[src/shared/interval_timer_pkg.sv]
package interval_timer_pkg;

    // register indices on the plain register port
    localparam logic [2:0] ADDR_CONTROL    = 3'h0;
    localparam logic [2:0] ADDR_COUNT      = 3'h1;
    localparam logic [2:0] ADDR_PERIOD     = 3'h2;
    localparam logic [2:0] ADDR_IRQ_STATUS = 3'h3;
    localparam logic [2:0] ADDR_IRQ_MASK   = 3'h4;

    // control register field positions
    localparam int BIT_TIMER_ON      = 15;
    localparam int BIT_IDLE_STOP     = 13;
    localparam int BIT_WRITE_BLOCK   = 12;
    localparam int BIT_COUNT_PEND    = 11;
    localparam int BIT_PERIOD_PEND   = 10;
    localparam int BIT_EXT_SEL_HI    = 9;
    localparam int BIT_EXT_SEL_LO    = 8;
    localparam int BIT_GATED         = 7;
    localparam int BIT_PRESCALE_HI   = 5;
    localparam int BIT_PRESCALE_LO   = 4;
    localparam int BIT_INPUT_SYNC    = 2;
    localparam int BIT_CLOCK_SOURCE  = 1;

    // interrupt status / mask bit
    localparam int BIT_IRQ_PERIOD    = 0;

    // reset values
    localparam logic [15:0] COUNT_RESET  = 16'h0000;
    localparam logic [15:0] PERIOD_RESET = 16'hFFFF;

    // prescale select codes and ratios
    localparam logic [1:0] PRESCALE_1   = 2'h0;
    localparam logic [1:0] PRESCALE_8   = 2'h1;
    localparam logic [1:0] PRESCALE_64  = 2'h2;
    localparam logic [1:0] PRESCALE_256 = 2'h3;
    localparam logic [8:0] RATIO_1      = 9'h001;
    localparam logic [8:0] RATIO_8      = 9'h008;
    localparam logic [8:0] RATIO_64     = 9'h040;
    localparam logic [8:0] RATIO_256    = 9'h100;

    // extended clock select codes
    localparam logic [1:0] EXT_PIN       = 2'h0;
    localparam logic [1:0] EXT_INSTR     = 2'h1;
    localparam logic [1:0] EXT_OSC       = 2'h2;
    localparam logic [1:0] EXT_FAST_RC   = 2'h3;

    // cycles a posted write spends crossing into the counting domain
    localparam logic [1:0] POST_WRITE_CYCLES = 2'h3;

    typedef struct packed {
        logic       timerOn;
        logic       idleStop;
        logic       asyncWriteBlock;
        logic [1:0] extendedClockSelect;
        logic       gatedAccumulate;
        logic [1:0] prescaleSelect;
        logic       externalInputSync;
        logic       clockSourceSelect;
    } ctrl_type;

    typedef enum {
        MODE_TIMER,
        MODE_GATED,
        MODE_SYNC_COUNTER,
        MODE_ASYNC_COUNTER
    } mode_type;

endpackage

[src/timer_prescaler.sv]
`timescale 1ns/1ps
module timer_prescaler (
    // clock and reset
    input  wire logic       clk,
    input  wire logic       rst_n,
    // control
    input  wire logic       clear,
    input  wire logic [1:0] prescaleSelect,
    // ticks
    input  wire logic       tickIn,
    output logic            tickOut
);

    logic [8:0] ratio;
    logic [8:0] cnt_q;
    logic [8:0] cnt_d;

    always_comb begin
        unique case (prescaleSelect)
            interval_timer_pkg::PRESCALE_1:   ratio = interval_timer_pkg::RATIO_1;
            interval_timer_pkg::PRESCALE_8:   ratio = interval_timer_pkg::RATIO_8;
            interval_timer_pkg::PRESCALE_64:  ratio = interval_timer_pkg::RATIO_64;
            interval_timer_pkg::PRESCALE_256: ratio = interval_timer_pkg::RATIO_256;
        endcase
    end

    assign tickOut = tickIn && (cnt_q == ratio - 9'h001);

    always_comb begin
        cnt_d = cnt_q;
        if (clear) begin
            cnt_d = 9'h000;
        end else if (tickOut) begin
            cnt_d = 9'h000;
        end else if (tickIn) begin
            cnt_d = cnt_q + 9'h001;
        end
    end

    always_ff @(posedge clk) begin
        if (!rst_n) begin
            cnt_q <= 9'h000;
        end else begin
            cnt_q <= cnt_d;
        end
    end

endmodule

[src/interval_timer.sv]
`timescale 1ns/1ps
module interval_timer (
    // clock and reset
    input  wire logic        clk,
    input  wire logic        rst_n,
    // register port
    input  wire logic [2:0]  regAddr,
    input  wire logic [15:0] regWdata,
    input  wire logic        regWrite,
    input  wire logic        regRead,
    output logic      [15:0] regRdata,
    // clock sources, sampled as levels
    input  wire logic        externalCountInput,
    input  wire logic        instrClockIn,
    input  wire logic        oscClockIn,
    input  wire logic        fastRcClockIn,
    input  wire logic        gateIn,
    // power state
    input  wire logic        idleMode,
    input  wire logic        sleepMode,
    // events
    output logic             periodEvent,
    output logic             irq
);

    interval_timer_pkg::ctrl_type ctrl_q;
    interval_timer_pkg::ctrl_type ctrl_d;
    interval_timer_pkg::mode_type mode;

    logic [15:0] count_q;
    logic [15:0] count_d;
    logic [15:0] period_q;
    logic [15:0] period_d;
    logic [15:0] postCount_q;
    logic [15:0] postCount_d;
    logic [15:0] postPeriod_q;
    logic [15:0] postPeriod_d;
    logic        countPend_q;
    logic        countPend_d;
    logic        periodPend_q;
    logic        periodPend_d;
    logic [1:0]  countWait_q;
    logic [1:0]  countWait_d;
    logic [1:0]  periodWait_q;
    logic [1:0]  periodWait_d;
    logic        irqStatus_q;
    logic        irqStatus_d;
    logic        irqMask_q;
    logic        irqMask_d;
    logic [15:0] rdata_q;
    logic [15:0] rdata_d;
    logic        event_q;
    logic        event_d;
    logic        irqOut_q;
    logic        irqOut_d;

    logic        srcLevel;
    logic        srcPrev_q;
    logic        rawTick;
    logic        preTick;
    logic        syncA_q;
    logic        syncB_q;
    logic        countTick;
    logic        running;
    logic        match;
    logic        asyncMode;
    logic        syncCounter;
    logic        countWrite;
    logic        periodWrite;
    logic        countApply;
    logic        periodApply;

    function automatic interval_timer_pkg::mode_type decodeMode(
        input interval_timer_pkg::ctrl_type c
    );
        interval_timer_pkg::mode_type m;
        m = interval_timer_pkg::MODE_TIMER;
        if (c.clockSourceSelect) begin
            m = c.externalInputSync ? interval_timer_pkg::MODE_SYNC_COUNTER
                                    : interval_timer_pkg::MODE_ASYNC_COUNTER;
        end else if (c.gatedAccumulate) begin
            m = interval_timer_pkg::MODE_GATED;
        end
        return m;
    endfunction

    function automatic logic [15:0] packControl(
        input interval_timer_pkg::ctrl_type c,
        input logic cPend,
        input logic pPend
    );
        logic [15:0] v;
        v = 16'h0000;
        v[interval_timer_pkg::BIT_TIMER_ON]     = c.timerOn;
        v[interval_timer_pkg::BIT_IDLE_STOP]    = c.idleStop;
        v[interval_timer_pkg::BIT_WRITE_BLOCK]  = c.asyncWriteBlock;
        v[interval_timer_pkg::BIT_COUNT_PEND]   = cPend;
        v[interval_timer_pkg::BIT_PERIOD_PEND]  = pPend;
        v[interval_timer_pkg::BIT_EXT_SEL_HI:interval_timer_pkg::BIT_EXT_SEL_LO] =
            c.extendedClockSelect;
        v[interval_timer_pkg::BIT_GATED]        = c.gatedAccumulate;
        v[interval_timer_pkg::BIT_PRESCALE_HI:interval_timer_pkg::BIT_PRESCALE_LO] =
            c.prescaleSelect;
        v[interval_timer_pkg::BIT_INPUT_SYNC]   = c.externalInputSync;
        v[interval_timer_pkg::BIT_CLOCK_SOURCE] = c.clockSourceSelect;
        return v;
    endfunction

    assign mode        = decodeMode(ctrl_q);
    assign asyncMode   = (mode == interval_timer_pkg::MODE_ASYNC_COUNTER);
    assign syncCounter = (mode == interval_timer_pkg::MODE_SYNC_COUNTER);

    // clock source selection
    always_comb begin
        unique case (ctrl_q.extendedClockSelect)
            interval_timer_pkg::EXT_PIN:     srcLevel = externalCountInput;
            interval_timer_pkg::EXT_INSTR:   srcLevel = instrClockIn;
            interval_timer_pkg::EXT_OSC:     srcLevel = oscClockIn;
            interval_timer_pkg::EXT_FAST_RC: srcLevel = fastRcClockIn;
        endcase
        if (ctrl_q.clockSourceSelect) begin
            rawTick = srcLevel && !srcPrev_q;
        end else begin
            rawTick = 1'b1;
        end
    end

    // peripheral clock and synchronised counting stop in Sleep
    always_comb begin
        running = ctrl_q.timerOn;
        if (ctrl_q.idleStop && idleMode) begin
            running = 1'b0;
        end
        if (sleepMode && !asyncMode) begin
            running = 1'b0;
        end
        if (mode == interval_timer_pkg::MODE_GATED && !gateIn) begin
            running = 1'b0;
        end
    end

    timer_prescaler u_prescaler (
        .clk            (clk),
        .rst_n          (rst_n),
        .clear          (!ctrl_q.timerOn),
        .prescaleSelect (ctrl_q.prescaleSelect),
        .tickIn         (rawTick && running),
        .tickOut        (preTick)
    );

    // synchroniser sits behind the prescaler; unsynchronised path bypasses it
    always_comb begin
        if (syncCounter) begin
            countTick = syncB_q && running;
        end else begin
            countTick = preTick;
        end
    end

    assign match = (count_q == period_q);

    // posted write bookkeeping
    always_comb begin
        countWrite  = regWrite && (regAddr == interval_timer_pkg::ADDR_COUNT);
        periodWrite = regWrite && (regAddr == interval_timer_pkg::ADDR_PERIOD);
        countApply  = countPend_q && (countWait_q == 2'h1);
        periodApply = periodPend_q && (periodWait_q == 2'h1);

        postCount_d  = postCount_q;
        postPeriod_d = postPeriod_q;
        countPend_d  = countPend_q;
        periodPend_d = periodPend_q;
        countWait_d  = countPend_q ? countWait_q - 2'h1 : 2'h0;
        periodWait_d = periodPend_q ? periodWait_q - 2'h1 : 2'h0;
        if (countApply) begin
            countPend_d = 1'b0;
        end
        if (periodApply) begin
            periodPend_d = 1'b0;
        end
        if (countWrite && asyncMode && !syncCounter) begin
            if (!(ctrl_q.asyncWriteBlock && (countPend_q || periodPend_q))) begin
                postCount_d = regWdata;
                countPend_d = 1'b1;
                countWait_d = interval_timer_pkg::POST_WRITE_CYCLES;
            end
        end
        if (periodWrite && asyncMode) begin
            postPeriod_d = regWdata;
            periodPend_d = 1'b1;
            periodWait_d = interval_timer_pkg::POST_WRITE_CYCLES;
        end
    end

    // counter and period
    always_comb begin
        count_d  = count_q;
        period_d = period_q;
        event_d  = 1'b0;
        if (countTick) begin
            if (match) begin
                count_d = interval_timer_pkg::COUNT_RESET;
                event_d = 1'b1;
            end else begin
                count_d = count_q + 16'h0001;
            end
        end
        if (countApply) begin
            count_d = postCount_q;
        end else if (countWrite && !asyncMode && !(syncCounter && ctrl_q.timerOn)) begin
            count_d = regWdata;
        end
        if (periodApply) begin
            period_d = postPeriod_q;
        end else if (periodWrite && !asyncMode) begin
            period_d = regWdata;
        end
    end

    // control, interrupt and read data
    always_comb begin
        ctrl_d      = ctrl_q;
        irqMask_d   = irqMask_q;
        irqStatus_d = irqStatus_q;
        rdata_d     = 16'h0000;
        if (regWrite) begin
            unique case (regAddr)
                interval_timer_pkg::ADDR_CONTROL: begin
                    ctrl_d.timerOn             = regWdata[interval_timer_pkg::BIT_TIMER_ON];
                    ctrl_d.idleStop            = regWdata[interval_timer_pkg::BIT_IDLE_STOP];
                    ctrl_d.asyncWriteBlock     = regWdata[interval_timer_pkg::BIT_WRITE_BLOCK];
                    ctrl_d.extendedClockSelect =
                        regWdata[interval_timer_pkg::BIT_EXT_SEL_HI:
                                 interval_timer_pkg::BIT_EXT_SEL_LO];
                    ctrl_d.gatedAccumulate     = regWdata[interval_timer_pkg::BIT_GATED];
                    ctrl_d.prescaleSelect      =
                        regWdata[interval_timer_pkg::BIT_PRESCALE_HI:
                                 interval_timer_pkg::BIT_PRESCALE_LO];
                    ctrl_d.externalInputSync   = regWdata[interval_timer_pkg::BIT_INPUT_SYNC];
                    ctrl_d.clockSourceSelect   = regWdata[interval_timer_pkg::BIT_CLOCK_SOURCE];
                end
                interval_timer_pkg::ADDR_IRQ_STATUS: begin
                    if (regWdata[interval_timer_pkg::BIT_IRQ_PERIOD]) begin
                        irqStatus_d = 1'b0;
                    end
                end
                interval_timer_pkg::ADDR_IRQ_MASK: begin
                    irqMask_d = regWdata[interval_timer_pkg::BIT_IRQ_PERIOD];
                end
                default: begin
                end
            endcase
        end
        // a new event beats a simultaneous clear
        if (event_d) begin
            irqStatus_d = 1'b1;
        end
        irqOut_d = irqStatus_d && irqMask_d;
        if (regRead) begin
            unique case (regAddr)
                interval_timer_pkg::ADDR_CONTROL:
                    rdata_d = packControl(ctrl_q, countPend_q, periodPend_q);
                interval_timer_pkg::ADDR_COUNT:
                    rdata_d = count_q;
                interval_timer_pkg::ADDR_PERIOD:
                    rdata_d = period_q;
                interval_timer_pkg::ADDR_IRQ_STATUS:
                    rdata_d[interval_timer_pkg::BIT_IRQ_PERIOD] = irqStatus_q;
                interval_timer_pkg::ADDR_IRQ_MASK:
                    rdata_d[interval_timer_pkg::BIT_IRQ_PERIOD] = irqMask_q;
                default:
                    rdata_d = 16'h0000;
            endcase
        end
    end

    always_ff @(posedge clk) begin
        if (!rst_n) begin
            ctrl_q       <= '0;
            count_q      <= interval_timer_pkg::COUNT_RESET;
            period_q     <= interval_timer_pkg::PERIOD_RESET;
            postCount_q  <= interval_timer_pkg::COUNT_RESET;
            postPeriod_q <= interval_timer_pkg::PERIOD_RESET;
            countPend_q  <= 1'b0;
            periodPend_q <= 1'b0;
            countWait_q  <= 2'h0;
            periodWait_q <= 2'h0;
            irqStatus_q  <= 1'b0;
            irqMask_q    <= 1'b0;
            rdata_q      <= 16'h0000;
            event_q      <= 1'b0;
            irqOut_q     <= 1'b0;
            srcPrev_q    <= 1'b0;
            syncA_q      <= 1'b0;
            syncB_q      <= 1'b0;
        end else begin
            ctrl_q       <= ctrl_d;
            count_q      <= count_d;
            period_q     <= period_d;
            postCount_q  <= postCount_d;
            postPeriod_q <= postPeriod_d;
            countPend_q  <= countPend_d;
            periodPend_q <= periodPend_d;
            countWait_q  <= countWait_d;
            periodWait_q <= periodWait_d;
            irqStatus_q  <= irqStatus_d;
            irqMask_q    <= irqMask_d;
            rdata_q      <= rdata_d;
            event_q      <= event_d;
            irqOut_q     <= irqOut_d;
            srcPrev_q    <= srcLevel;
            syncA_q      <= preTick;
            syncB_q      <= syncA_q;
        end
    end

    assign regRdata    = rdata_q;
    assign periodEvent = event_q;
    assign irq         = irqOut_q;

endmodule

[config.mk]
export PLATFORM = sky130hd
export DESIGN_NAME = interval_timer
export DESIGN_NICKNAME = d
export VERILOG_FILES = /design/src/shared/interval_timer_pkg.sv /design/src/timer_prescaler.sv /design/src/interval_timer.sv
export SDC_FILE = /design/constraint.sdc
export NUM_CORES = 1
export LEC_CHECK = 0
export BUFFER_PORTS_ARGS = -buffer_cell sky130_fd_sc_hd__buf_4
export CORE_MARGIN = 2
export CORE_UTILIZATION = 41
export CTS_CLUSTER_SIZE = 40
export DETAILED_ROUTE_END_ITERATION = 10
export PLACE_DENSITY = 0.62
export SLEW_MARGIN = 25
export SYNTH_ARGS = -nofsm -noshare
export SYNTH_HDL_FRONTEND = slang
export SYNTH_HIERARCHICAL = 1
export SYNTH_SLANG_ARGS = --single-unit
[constraint.sdc]
create_clock -name clk -period 4.65 [get_ports clk]
set_input_delay 0.465 -clock clk [delete_from_list [all_inputs] [get_ports clk]]
set_output_delay 0.465 -clock clk [all_outputs]
set_load 0.01 [all_outputs]
==> results of run 1 <==
==> power by group through the flow <==
stage / combinational, W / sequential [W] / clock (W)
after floorplan: 0.0000995 / 0.00101 / 0
after global placement: 0.000143 / 0.00102 / 0
after detailed placement: 0.000145 / 0.00102 / 0
after CTS: 0.000146 / 0.000994 / 0.000738
after global routing: 0.000161 / 0.000996 / 0.000771
final: 0.000147 / 0.000995 / 0.000724
==> layer usage <==
metal  part of all wire  global-route usage
met3              0.062              0.0364
met4              0.024              0.0841
met1               0.47               0.296
met5                  0                   0
met2               0.44               0.323
==> path summary, 6_finish.rpt <==
check              startpoint               to  slack, ns  cells past startpoint
hold / removal    regWdata[3]  postPeriod_q[3]       0.35                      3
setup reg to reg    ctrl_q[9]       count_q[3]       1.30                     10
hold reg to reg       syncA_q          syncB_q       0.43                      1
setup / recovery    ctrl_q[9]       count_q[3]       1.30                     10
==> cell type report <==
cell class | count | share of cell area
inverter | 9 | 0.00557
timing repair buffer | 49 | 0.0607
clock inverter | 3 | 0.00289
multi-input combinational | 480 | 0.483
clock buffer | 13 | 0.0413
sequential | 112 | 0.370
tap | 176 | 0.0363
==> critical path, stage by stage, from the launching register on <==
cell	delay, ns
dfxtp_1	0.44
a21boi_1	0.25
o311ai_0	0.16
a21oi_1	0.41
nor2b_1	0.19
o21ai_1	0.10
a2111oi_4	0.67
a22oi_2	0.30
a22o_1	0.42
a21oi_1	0.21
a21oi_1	0.09
==> cell families (layout without fill, tap and decap cells) <==
logic type	after synthesis	count (layout)	share of synthesized area
mux	33	33	0.0629
fa+ha+maj	5	5	0.0115
compound gates	106	106	0.129
simple gates	294	294	0.266
flops	112	112	0.412
xor+xnor	42	42	0.0675
buf+inv	55	74	0.0510
==> registers in the layout, indices dropped and copies added (netlist names), 2 cells and up <==
| name | cells |
|---|---|
| u_prescaler/cnt_q | 9 |
| count_q | 16 |
| postPeriod_q | 16 |
| postCount_q | 16 |
| countWait_q | 2 |
| periodWait_q | 2 |
| regRdata | 16 |
| ctrl_q | 10 |
| period_q | 16 |
==> cell usage after synthesis, drive strengths merged (2+ instances only) <==
cell type | count | area, sq um
o221ai | 16 | 140
a22oi | 4 | 35.0
and3 | 17 | 106
a31oi | 7 | 43.8
nand4 | 7 | 62.6
buf | 24 | 156
a21oi | 33 | 165
mux2i | 32 | 320
xor2 | 31 | 272
and2 | 7 | 43.8
nand3b | 2 | 15.0
clkbuf | 22 | 87.6
nor2b | 21 | 131
nor3 | 17 | 90.1
nand3 | 40 | 205
a211o | 2 | 17.5
xnor2 | 11 | 96.3
nor2 | 52 | 195
nand2b | 10 | 62.6
dfxtp | 112 | 2240
o21ai | 21 | 109
a21boi | 18 | 135
nor4 | 8 | 87.6
inv | 9 | 33.8
nand2 | 109 | 409
ha | 5 | 62.6
==> stage by stage <==
stage           util  worst slack, ns  power, W  std cells
2_1_floorplan      -             1.92   0.00111        647
3_3_place_gp   0.443             1.36   0.00116        826
3_5_place_dp   0.443             1.22   0.00116        826
4_1_cts        0.463             1.33   0.00188        842
5_1_grt        0.463            0.967   0.00193        842
6_report       0.463             1.30   0.00187        842
==> results by group, run 1 <==
Setup path
  • Setup crit start kind: register
  • CP Capture Type: register
  • CP Max Fanout: 11
  • WP data required: 4.90 ns
  • Setup CP Type: register to register
  • Worst Path Arrival: 3.60 ns

Global route
  • Largest net degree at the start of global routing: 89
  • Antenna violations before repair: 0
  • Vias in the first global route: 4305
  • Tot GR Track Use: 0.211
  • Gr ovfl total: 0
  • First-pass GRT wire length: 23300 um

Timing
  • Worst Clk Skew: 0.00898 ns
  • Setup violators final: 0
  • Max Slew Vio Count: 0
  • Slew headroom: 0.413
  • Final Cycle Share: 0.721
  • Hold slack: 0.354 ns
  • Post-route minimum period: 3.35 ns
  • Hold Violations, Final: 0
  • RSZ-0062 raised after global routing: false
  • Least-Margin Pin Slew: 0.875 ns
  • Fmax: 298 MHz
  • Total Neg Setup Slack: 0 ns

Finish
  • Commonest non-fill, non-tap cells in the layout: 112 x dfxtp_1, 108 x nand2_1, 52 x nor2_1, 49 x buf_4, 39 x nand3_1
  • Synth-to-layout area growth: 11.3%
  • Design Area, Final: 6060 sq um
  • Filler cells: 1297
  • Diodes inserted: 0
  • Register area: 2240 sq um
  • Final #Nets: 696
  • Commonest non-fill, non-tap cell in the layout: dfxtp_1
  • Multi-input gate area: 2930 sq um
  • Fraction of layout cells with a size suffix above 1: 0.123

Clocking
  • CTS Buf Count: 9
  • CTS Buffer Depth: 2
  • TritonCTS Sinks: 112
  • Setup bufs post-CTS: 0
  • Clock slew at reported path FFs: 0.07 ns
  • CTS HTree Levels: 3
  • CTS tree: done
  • CTS root buffer: clkbuf_16
  • Skew-Pair Late Insertion Delay: 0.36 ns
  • PostCTS Resize Cnt: 0
  • CTS Hold Bufs: 0

Floorplan
  • Core Area: 13100 sq um
  • Starting density of the core: 0.416
  • I/O pins: 48
  • Die area: 14200 sq um
  • Rows: 42
  • Die H: 119 um
  • Die X: 119 um

Placed design
  • GPL Wtd Cong: 0.880
  • Buffers added on ports: 47
  • Post-DP Area: 5790 sq um
  • Hpwl dp: 9980 um

Pwr
  • Clk pwr share: 0.388
  • Power per cell area: 308 nW/um^2
  • Sequential share of power: 0.533
  • Sw frac: 0.243
  • Cell-internal power: 0.00141 W
  • Switching power total: 0.000453 W
  • Leakage Power: 2.51 nW
  • Gate power share: 0.079
  • Worst IR drop on VDD: 163 uV

Routing
  • DR DRC count: 0
  • Via Count: 4593
  • Drt total wl: 14600 um
  • Vias per cell: 5.45
  • WL/cell: 17.4 um
  • Post-DRT Antenna Nets: 0
  • First DRT Iteration DRCs: 321
  • DR pass1 iterations: 5

Run
  • Max_cap viols: 0

Synthesis
  • Synth Cell Area: 5450 sq um
  • Seq/Total Area, Yosys: 0.412
  • Synth Net Count: 682
  • Synthesis Warnings: 6
  • Synth cell types: 50
  • Synth Area per Inst: 8.42 sq um
  • Synth Instances: 647
  • Synth async-reset ratio: 0
  • Ys flop type: dfxtp_1
  • #FFs+latches synth: 112
  • Post-synth EDFFs: 0

Run status
  • Outcome: completed

Min path
  • Hold Path Class: primary input to register
(Power assumes the default switching activity.)
==> inputs of run 2 (changes only) <==
clock period = 3.4 ns   (was 4.65 ns; I/O delays follow)
==> run 2 against run 1 <==
  * Fmax grew 18%
  * Sequential share of layout area is 0.36 points lower
  * Flip-flop and latch count unchanged
  * Critical path depth is 1 higher
  * Die area stayed put
  * Clock power is 40% higher
  * Routed wire length decreased by 0.10%
  * Clock skew shrank 0.0014 ns
  * Utilization increased by 0.45 points
  * Global-route usage grew 0.22 points
  * Combinational power increased by 37%
  * Critical endpoint is now count_q[5]
==> results by group, run 2 (synthesis gave the netlist of run 1 again) <==
Run status
  • Outcome: completed (unchanged)

Min path
  • Hold Path Class: primary input to register (unchanged)

Timing
  • Total Neg Setup Slack: 0 ns (unchanged)
  • RSZ-0062 raised after global routing: false (unchanged)
  • Hold Violations, Final: 0 (unchanged)
  • Least-Margin Pin Slew: 0.881 ns (was 0.875 ns)
  • Fmax: 351 MHz (was 298 MHz)
  • Worst Clk Skew: 0.00754 ns (was 0.00898 ns)
  • Final Cycle Share: 0.839 (was 0.721)
  • Setup violators final: 0 (unchanged)
  • Slew headroom: 0.409 (was 0.413)
  • Max Slew Vio Count: 0 (unchanged)
  • Final worst setup slack: 0.548 ns (was 1.30 ns)
  • Post-route minimum period: 2.85 ns (was 3.35 ns)

Floorplan
  • Rows: 42 (unchanged)
  • Die H: 119 um (unchanged)
  • I/O pins: 48 (unchanged)
  • Starting density of the core: 0.416 (unchanged)
  • Core Area: 13100 sq um (unchanged)
  • Die X: 119 um (unchanged)
  • Die area: 14200 sq um (unchanged)

Pwr
  • Total power: 0.00257 W (was 0.00187 W)
  • Power per cell area: 420 nW/um^2 (was 308 nW/um^2)
  • Worst IR drop on VDD: 217 uV (was 163 uV)
  • Leakage Power: 2.54 nW (was 2.51 nW)

Global route
  • Largest net degree at the start of global routing: 62 (was 89)
  • GR Util met3: 0.0460 (was 0.0364)
  • Met2 Use GR: 0.333 (was 0.323)
  • Most used routing layer: met2 (unchanged)
  • Antenna violations before repair: 0 (unchanged)
  • Vias in the first global route: 4345 (was 4305)
  • First-pass GRT wire length: 23600 um (was 23300 um)
  • Tot GR Track Use: 0.214 (was 0.211)
  • GRT met1 Usage: 0.289 (was 0.296)
  • Gr ovfl total: 0 (unchanged)

Finish
  • Final Util: 0.468 (was 0.463)
  • Commonest non-fill, non-tap cell in the layout: dfxtp_1 (unchanged)
  • Final #Nets: 702 (was 696)
  • Fraction of layout cells with a size suffix above 1: 0.134 (was 0.123)
  • Diodes inserted: 0 (unchanged)
  • Synth-to-layout area growth: 12.4% (was 11.3%)
  • Design Area, Final: 6120 sq um (was 6060 sq um)
  • Commonest non-fill, non-tap cells in the layout: 112 x dfxtp_1, 109 x nand2_1, 55 x buf_4, 52 x nor2_1, 39 x nand3_1 (was 112 x dfxtp_1, 108 x nand2_1, 52 x nor2_1, 49 x buf_4, 39 x nand3_1)

Routing
  • Post-DRT Antenna Nets: 0 (unchanged)
  • Drt total wl: 14600 um (about the same)
  • WL/cell: 17.2 um (was 17.4 um)
  • First DRT Iteration DRCs: 384 (was 321)
  • Vias per cell: 5.50 (was 5.45)
  • DR DRC count: 0 (unchanged)
  • DR pass1 iterations: 5 (unchanged)
  • Via Count: 4660 (was 4593)

Placed design
  • Hpwl dp: 9980 um (about the same)
  • Pre-CTS setup slack: 0.537 ns (was 1.22 ns)
  • GPL Wtd Cong: 0.900 (was 0.880)
  • Post-DP Area: 5840 sq um (was 5790 sq um)
  • Buffers added on ports: 47 (unchanged)

Clocking
  • CTS Buf Count: 9 (unchanged)
  • Skew-Pair Late Insertion Delay: 0.36 ns (about the same)
  • TritonCTS Sinks: 112 (unchanged)
  • CTS tree: done (unchanged)
  • Clock slew at reported path FFs: 0.08 ns (was 0.07 ns)
  • CTS root buffer: clkbuf_16 (unchanged)
  • CTS Buffer Depth: 2 (unchanged)
  • CTS HTree Levels: 3 (unchanged)
  • CTS Hold Bufs: 0 (unchanged)
  • PostCTS Resize Cnt: 0 (unchanged)
  • Setup bufs post-CTS: 0 (unchanged)

Setup path
  • Worst Path Arrival: 3.06 ns (was 3.60 ns)
  • CP Capture Type: register (unchanged)
  • WP data required: 3.60 ns (was 4.90 ns)
  • Setup CP Type: register to register (unchanged)
  • CP cell instances: mux4_2 > nand2b_1 > a21oi_1 > buf_4 > nor2b_1 > o21ai_1 > a2111oi_4 > a22oi_2 > nand3_2 > o221ai_1 > a31oi_1 (was a21boi_1 > o311ai_0 > a21oi_1 > nor2b_1 > o21ai_1 > a2111oi_4 > a22oi_2 > a22o_1 > a21oi_1 > a21oi_1)
  • Setup crit start kind: register (unchanged)
  • Crit-path slowest cell: mux4_2 (was a2111oi_4)
  • CP Max Fanout: 16 (was 11)
  • CP max stage delay: 0.52 ns (was 0.67 ns)

Run
  • Max_cap viols: 0 (unchanged)
[run 2: where the power goes]
group,total [W],internal (W),leakage [nW],switching (W)
clock network,0.00101,0.000519,0.131,0.000492
logic,0.000201,0.0000858,1.50,0.000115
registers,0.00136,0.00133,0.906,0.0000293
[run 2: final timing paths]
| path | start | end | slack (ns) | cells after the start |
|---|---|---|---|---|
| worst max-delay path | ctrl_q[6] | count_q[5] | 0.55 | 11 |
| worst min-delay path | regWdata[11] | postPeriod_q[11] | 0.22 | 3 |
| worst max register to register | ctrl_q[6] | count_q[5] | 0.55 | 11 |
| worst min register to register | syncA_q | syncB_q | 0.46 | 1 |
[run 2: stage by stage]
step | hold WS, ns | cells
floorplan | 0.412 | 647
global placement | 0.418 | 832
detailed placement | 0.440 | 832
CTS | 0.214 | 848
global route | 0.230 | 848
finish | 0.225 | 848
[run 2: worst max-delay path, delay by kind of cell (launching register included)]
family | cells | cell delay [ns]
AND/OR/NAND/NOR | 3 | 0.61
multiplexers | 1 | 0.52
AO/OA/AOI/OAI | 6 | 1.01
flip-flops | 1 | 0.38
buffers and inverters | 1 | 0.17
[run 2: metal layers]
layer	routed length [um]	up-vias	part of all wire
met1	6600	2205	0.45
li1	-	2257	-
met3	1020	21	0.070
met5	0	-	0
met2	6630	177	0.45
met4	342	0	0.023
[run 2: area by class of cell]
class	count	area [sq um]
inverters	9	33.8
well taps	176	220
repair buffers	55	413
clock buffers	10	239
flip-flops and latches	112	2240
clock inverters	6	45.0
fillers	1278	6960
multi-input cells	480	2930
==> inputs of run 3 (changes only) <==
clock period = 2.9 ns   (was 3.4 ns; I/O delays follow)
==> run 3 against run 2 <==
  * Cell count is 0.71% higher
  * Setup slack got worse by 0.32 ns
  * Total power up 16%
  * Routed wire length grew 2.4%
  * First-iteration DRC count decreased by 9.4%
  * Hold slack lost 0.039 ns
  * Count of clock-buffer cells in the layout grew 3
  * Non-clock buffer count is 8 higher
  * Clock power rose by 12%
  * Register-to-register slack got worse by 0.32 ns
  * Sequential power grew 17%
  * Utilization rose by 0.33 points
  * Critical path type unchanged
  * Largest cell class unchanged
  * Largest power group unchanged
  * Highest routed layer unchanged
==> results by group, run 3 (synthesis gave the netlist of run 1 again) <==
Setup path
  • CP Capture Type: register (unchanged)
  • Worst Path Arrival: 2.91 ns (was 3.06 ns)
  • CP cell instances: or2_2 > ha_1 > xor2_1 > nand3_1 > a2111oi_4 > a22oi_2 > nand3_2 > o221ai_1 > a21oi_1 (was mux4_2 > nand2b_1 > a21oi_1 > buf_4 > nor2b_1 > o21ai_1 > a2111oi_4 > a22oi_2 > nand3_2 > o221ai_1 > a31oi_1)
  • Cell family with most CP delay: simple AND/OR/NAND/NOR gates (was compound AO/OA/AOI/OAI gates)
  • WP data required: 3.14 ns (was 3.60 ns)
  • Setup CP Type: register to register (unchanged)
  • Buf+Inv Stages, Crit Path: 0 (was 1)
  • Crit-path slowest cell: nand3_2 (was mux4_2)
  • Register-to-register setup slack: 0.23 ns (was 0.55 ns)
  • Setup crit start kind: register (unchanged)
  • CP Max Fanout: 16 (unchanged)
  • CP max stage delay: 0.41 ns (was 0.52 ns)

Clocking
  • CTS Buffer Depth: 2 (unchanged)
  • CTS Buf Count: 9 (unchanged)
  • CTS HTree Levels: 3 (unchanged)
  • Skew-Pair Late Insertion Delay: 0.36 ns (about the same)
  • PostCTS Resize Cnt: 0 (unchanged)
  • Clock slew at reported path FFs: 0.07 ns (was 0.08 ns)
  • CTS Hold Bufs: 0 (unchanged)
  • CTS root buffer: clkbuf_16 (unchanged)
  • CTS tree: done (unchanged)
  • Setup bufs post-CTS: 0 (unchanged)
  • TritonCTS Sinks: 112 (unchanged)

Floorplan
  • Rows: 42 (unchanged)
  • Die X: 119 um (unchanged)
  • Starting density of the core: 0.416 (unchanged)
  • I/O pins: 48 (unchanged)
  • Die area: 14200 sq um (unchanged)
  • Core Area: 13100 sq um (unchanged)
  • Die H: 119 um (unchanged)

Pwr
  • Switching power total: 0.000709 W (was 0.000637 W)
  • Gate power share: 0.083 (was 0.078)
  • Clk pwr share: 0.381 (was 0.393)
  • Sw frac: 0.239 (was 0.248)
  • Cell-internal power: 0.00226 W (was 0.00194 W)
  • Worst IR drop on VDD: 298 uV (was 217 uV)
  • Power per cell area: 482 nW/um^2 (was 420 nW/um^2)
  • Leakage Power: 2.58 nW (was 2.54 nW)
  • Sequential share of power: 0.536 (was 0.529)

Routing
  • WL met3: 810 um (was 1020 um)
  • DR DRC count: 0 (unchanged)
  • Vias per cell: 5.37 (was 5.50)
  • First DRT Iteration DRCs: 348 (was 384)
  • Highest Signal Layer: met4 (unchanged)
  • DR pass1 iterations: 5 (unchanged)
  • Via Count: 4590 (was 4660)
  • WL/cell: 17.5 um (was 17.2 um)
  • Post-DRT Antenna Nets: 0 (unchanged)
  • Drt total wl: 15000 um (was 14600 um)
  • Metal2 WL: 6960 um (was 6630 um)
  • Post-Route M1 WL: 6840 um (was 6600 um)

Global route
  • First-pass GRT wire length: 24000 um (was 23600 um)
  • Largest net degree at the start of global routing: 51 (was 62)
  • Gr ovfl total: 0 (unchanged)
  • Vias in the first global route: 4404 (was 4345)
  • Tot GR Track Use: 0.218 (was 0.214)
  • Antenna violations before repair: 0 (unchanged)

Timing
  • Setup violators final: 0 (unchanged)
  • RSZ-0062 raised after global routing: false (unchanged)
  • Max Slew Vio Count: 0 (unchanged)
  • Total Neg Setup Slack: 0 ns (unchanged)
  • Fmax: 375 MHz (was 351 MHz)
  • Final Cycle Share: 0.920 (was 0.839)
  • Final worst setup slack: 0.231 ns (was 0.548 ns)
  • Post-route minimum period: 2.67 ns (was 2.85 ns)
  • Worst Clk Skew: 0.00895 ns (was 0.00754 ns)
  • Least-Margin Pin Slew: 0.869 ns (was 0.881 ns)
  • Hold slack: 0.186 ns (was 0.225 ns)
  • Hold Violations, Final: 0 (unchanged)
  • Slew headroom: 0.421 (was 0.409)

Finish
  • Multi-input gate area: 2930 sq um (unchanged)
  • Filler cells: 1303 (was 1278)
  • Commonest non-fill, non-tap cells in the layout: 112 x dfxtp_1, 109 x nand2_1, 62 x buf_4, 52 x nor2_1, 39 x nand3_1 (was 112 x dfxtp_1, 109 x nand2_1, 55 x buf_4, 52 x nor2_1, 39 x nand3_1)
  • Diodes inserted: 0 (unchanged)
  • Synth-to-layout area growth: 13.2% (was 12.4%)
  • Register area: 2240 sq um (unchanged)
  • Commonest non-fill, non-tap cell in the layout: dfxtp_1 (unchanged)
  • Final std cells w/o fill: 854 (was 848)
  • Final #Nets: 710 (was 702)
  • Fraction of layout cells with a size suffix above 1: 0.137 (was 0.134)

Placed design
  • GPL Wtd Cong: 0.918 (was 0.900)
  • Buffers added on ports: 47 (unchanged)
  • Inst Count DP: 840 (was 832)
  • Hpwl dp: 10300 um (was 9980 um)
  • Pre-CTS setup slack: 0.289 ns (was 0.537 ns)

Run status
  • Outcome: completed (unchanged)

Min path
  • Hold Path Class: primary input to register (unchanged)

Run
  • Max_cap viols: 0 (unchanged)
==> run 3: cell count changes in the layout (fill, tap and decap cells not counted), sizes merged <==
cell / change
clkinv: -2
buf: +8
clkinvlp: -3
clkbuf: +3
==> run 3: power groups by stage <==
stage	registers, W	clock network (W)	logic (W)
6_report	0.00159	0.00113	0.000247
4_1_cts	0.00159	0.00115	0.000245
2_1_floorplan	0.00161	0	0.000160
5_1_grt	0.00159	0.00120	0.000269
3_5_place_dp	0.00163	0	0.000244
3_3_place_gp	0.00163	0	0.000240
==> run 3: final cells by class <==
cell class	instances	area share
Tap cell	176	0.0357
Clock buffer	13	0.0406
Sequential cell	112	0.364
Clock inverter	1	0.000812
Timing Repair Buffer	63	0.0787
Multi-Input combinational cell	480	0.475
Inverter	9	0.00548
==> run 3: worst paths after layout <==
| kind | cells past startpoint | startpoint | end |
|---|---|---|---|
| max | 9 | ctrl_q[2] | count_q[3] |
| min | 3 | regWdata[11] | postPeriod_q[11] |
| max reg2reg | 9 | ctrl_q[2] | count_q[3] |
| min reg2reg | 1 | syncA_q | syncB_q |
==> run 3: per-stage QoR <==
| step | power, W | area, sq um | utilization |
|---|---|---|---|
| detailed placement | 0.00187 | 5910 | 0.452 |
| global route | 0.00307 | 6160 | 0.471 |
| finish | 0.00297 | 6160 | 0.471 |
| global placement | 0.00187 | 5910 | 0.452 |
| CTS | 0.00299 | 6160 | 0.471 |
| floorplan | 0.00177 | 5450 | - |
==> run 3: tightest hold or removal path, cell delays in order <==
cell,delay (ns)
buf_4,0.10
nand2_1,0.05
nand3_1,0.06
==> run 3: routing by layer <==
layer | vias to the layer above | track usage
li1 | 2268 | -
met1 | 2177 | 0.295
met2 | 126 | 0.355
met3 | 19 | 0.0316
met4 | 0 | 0.0789
met5 | - | 0
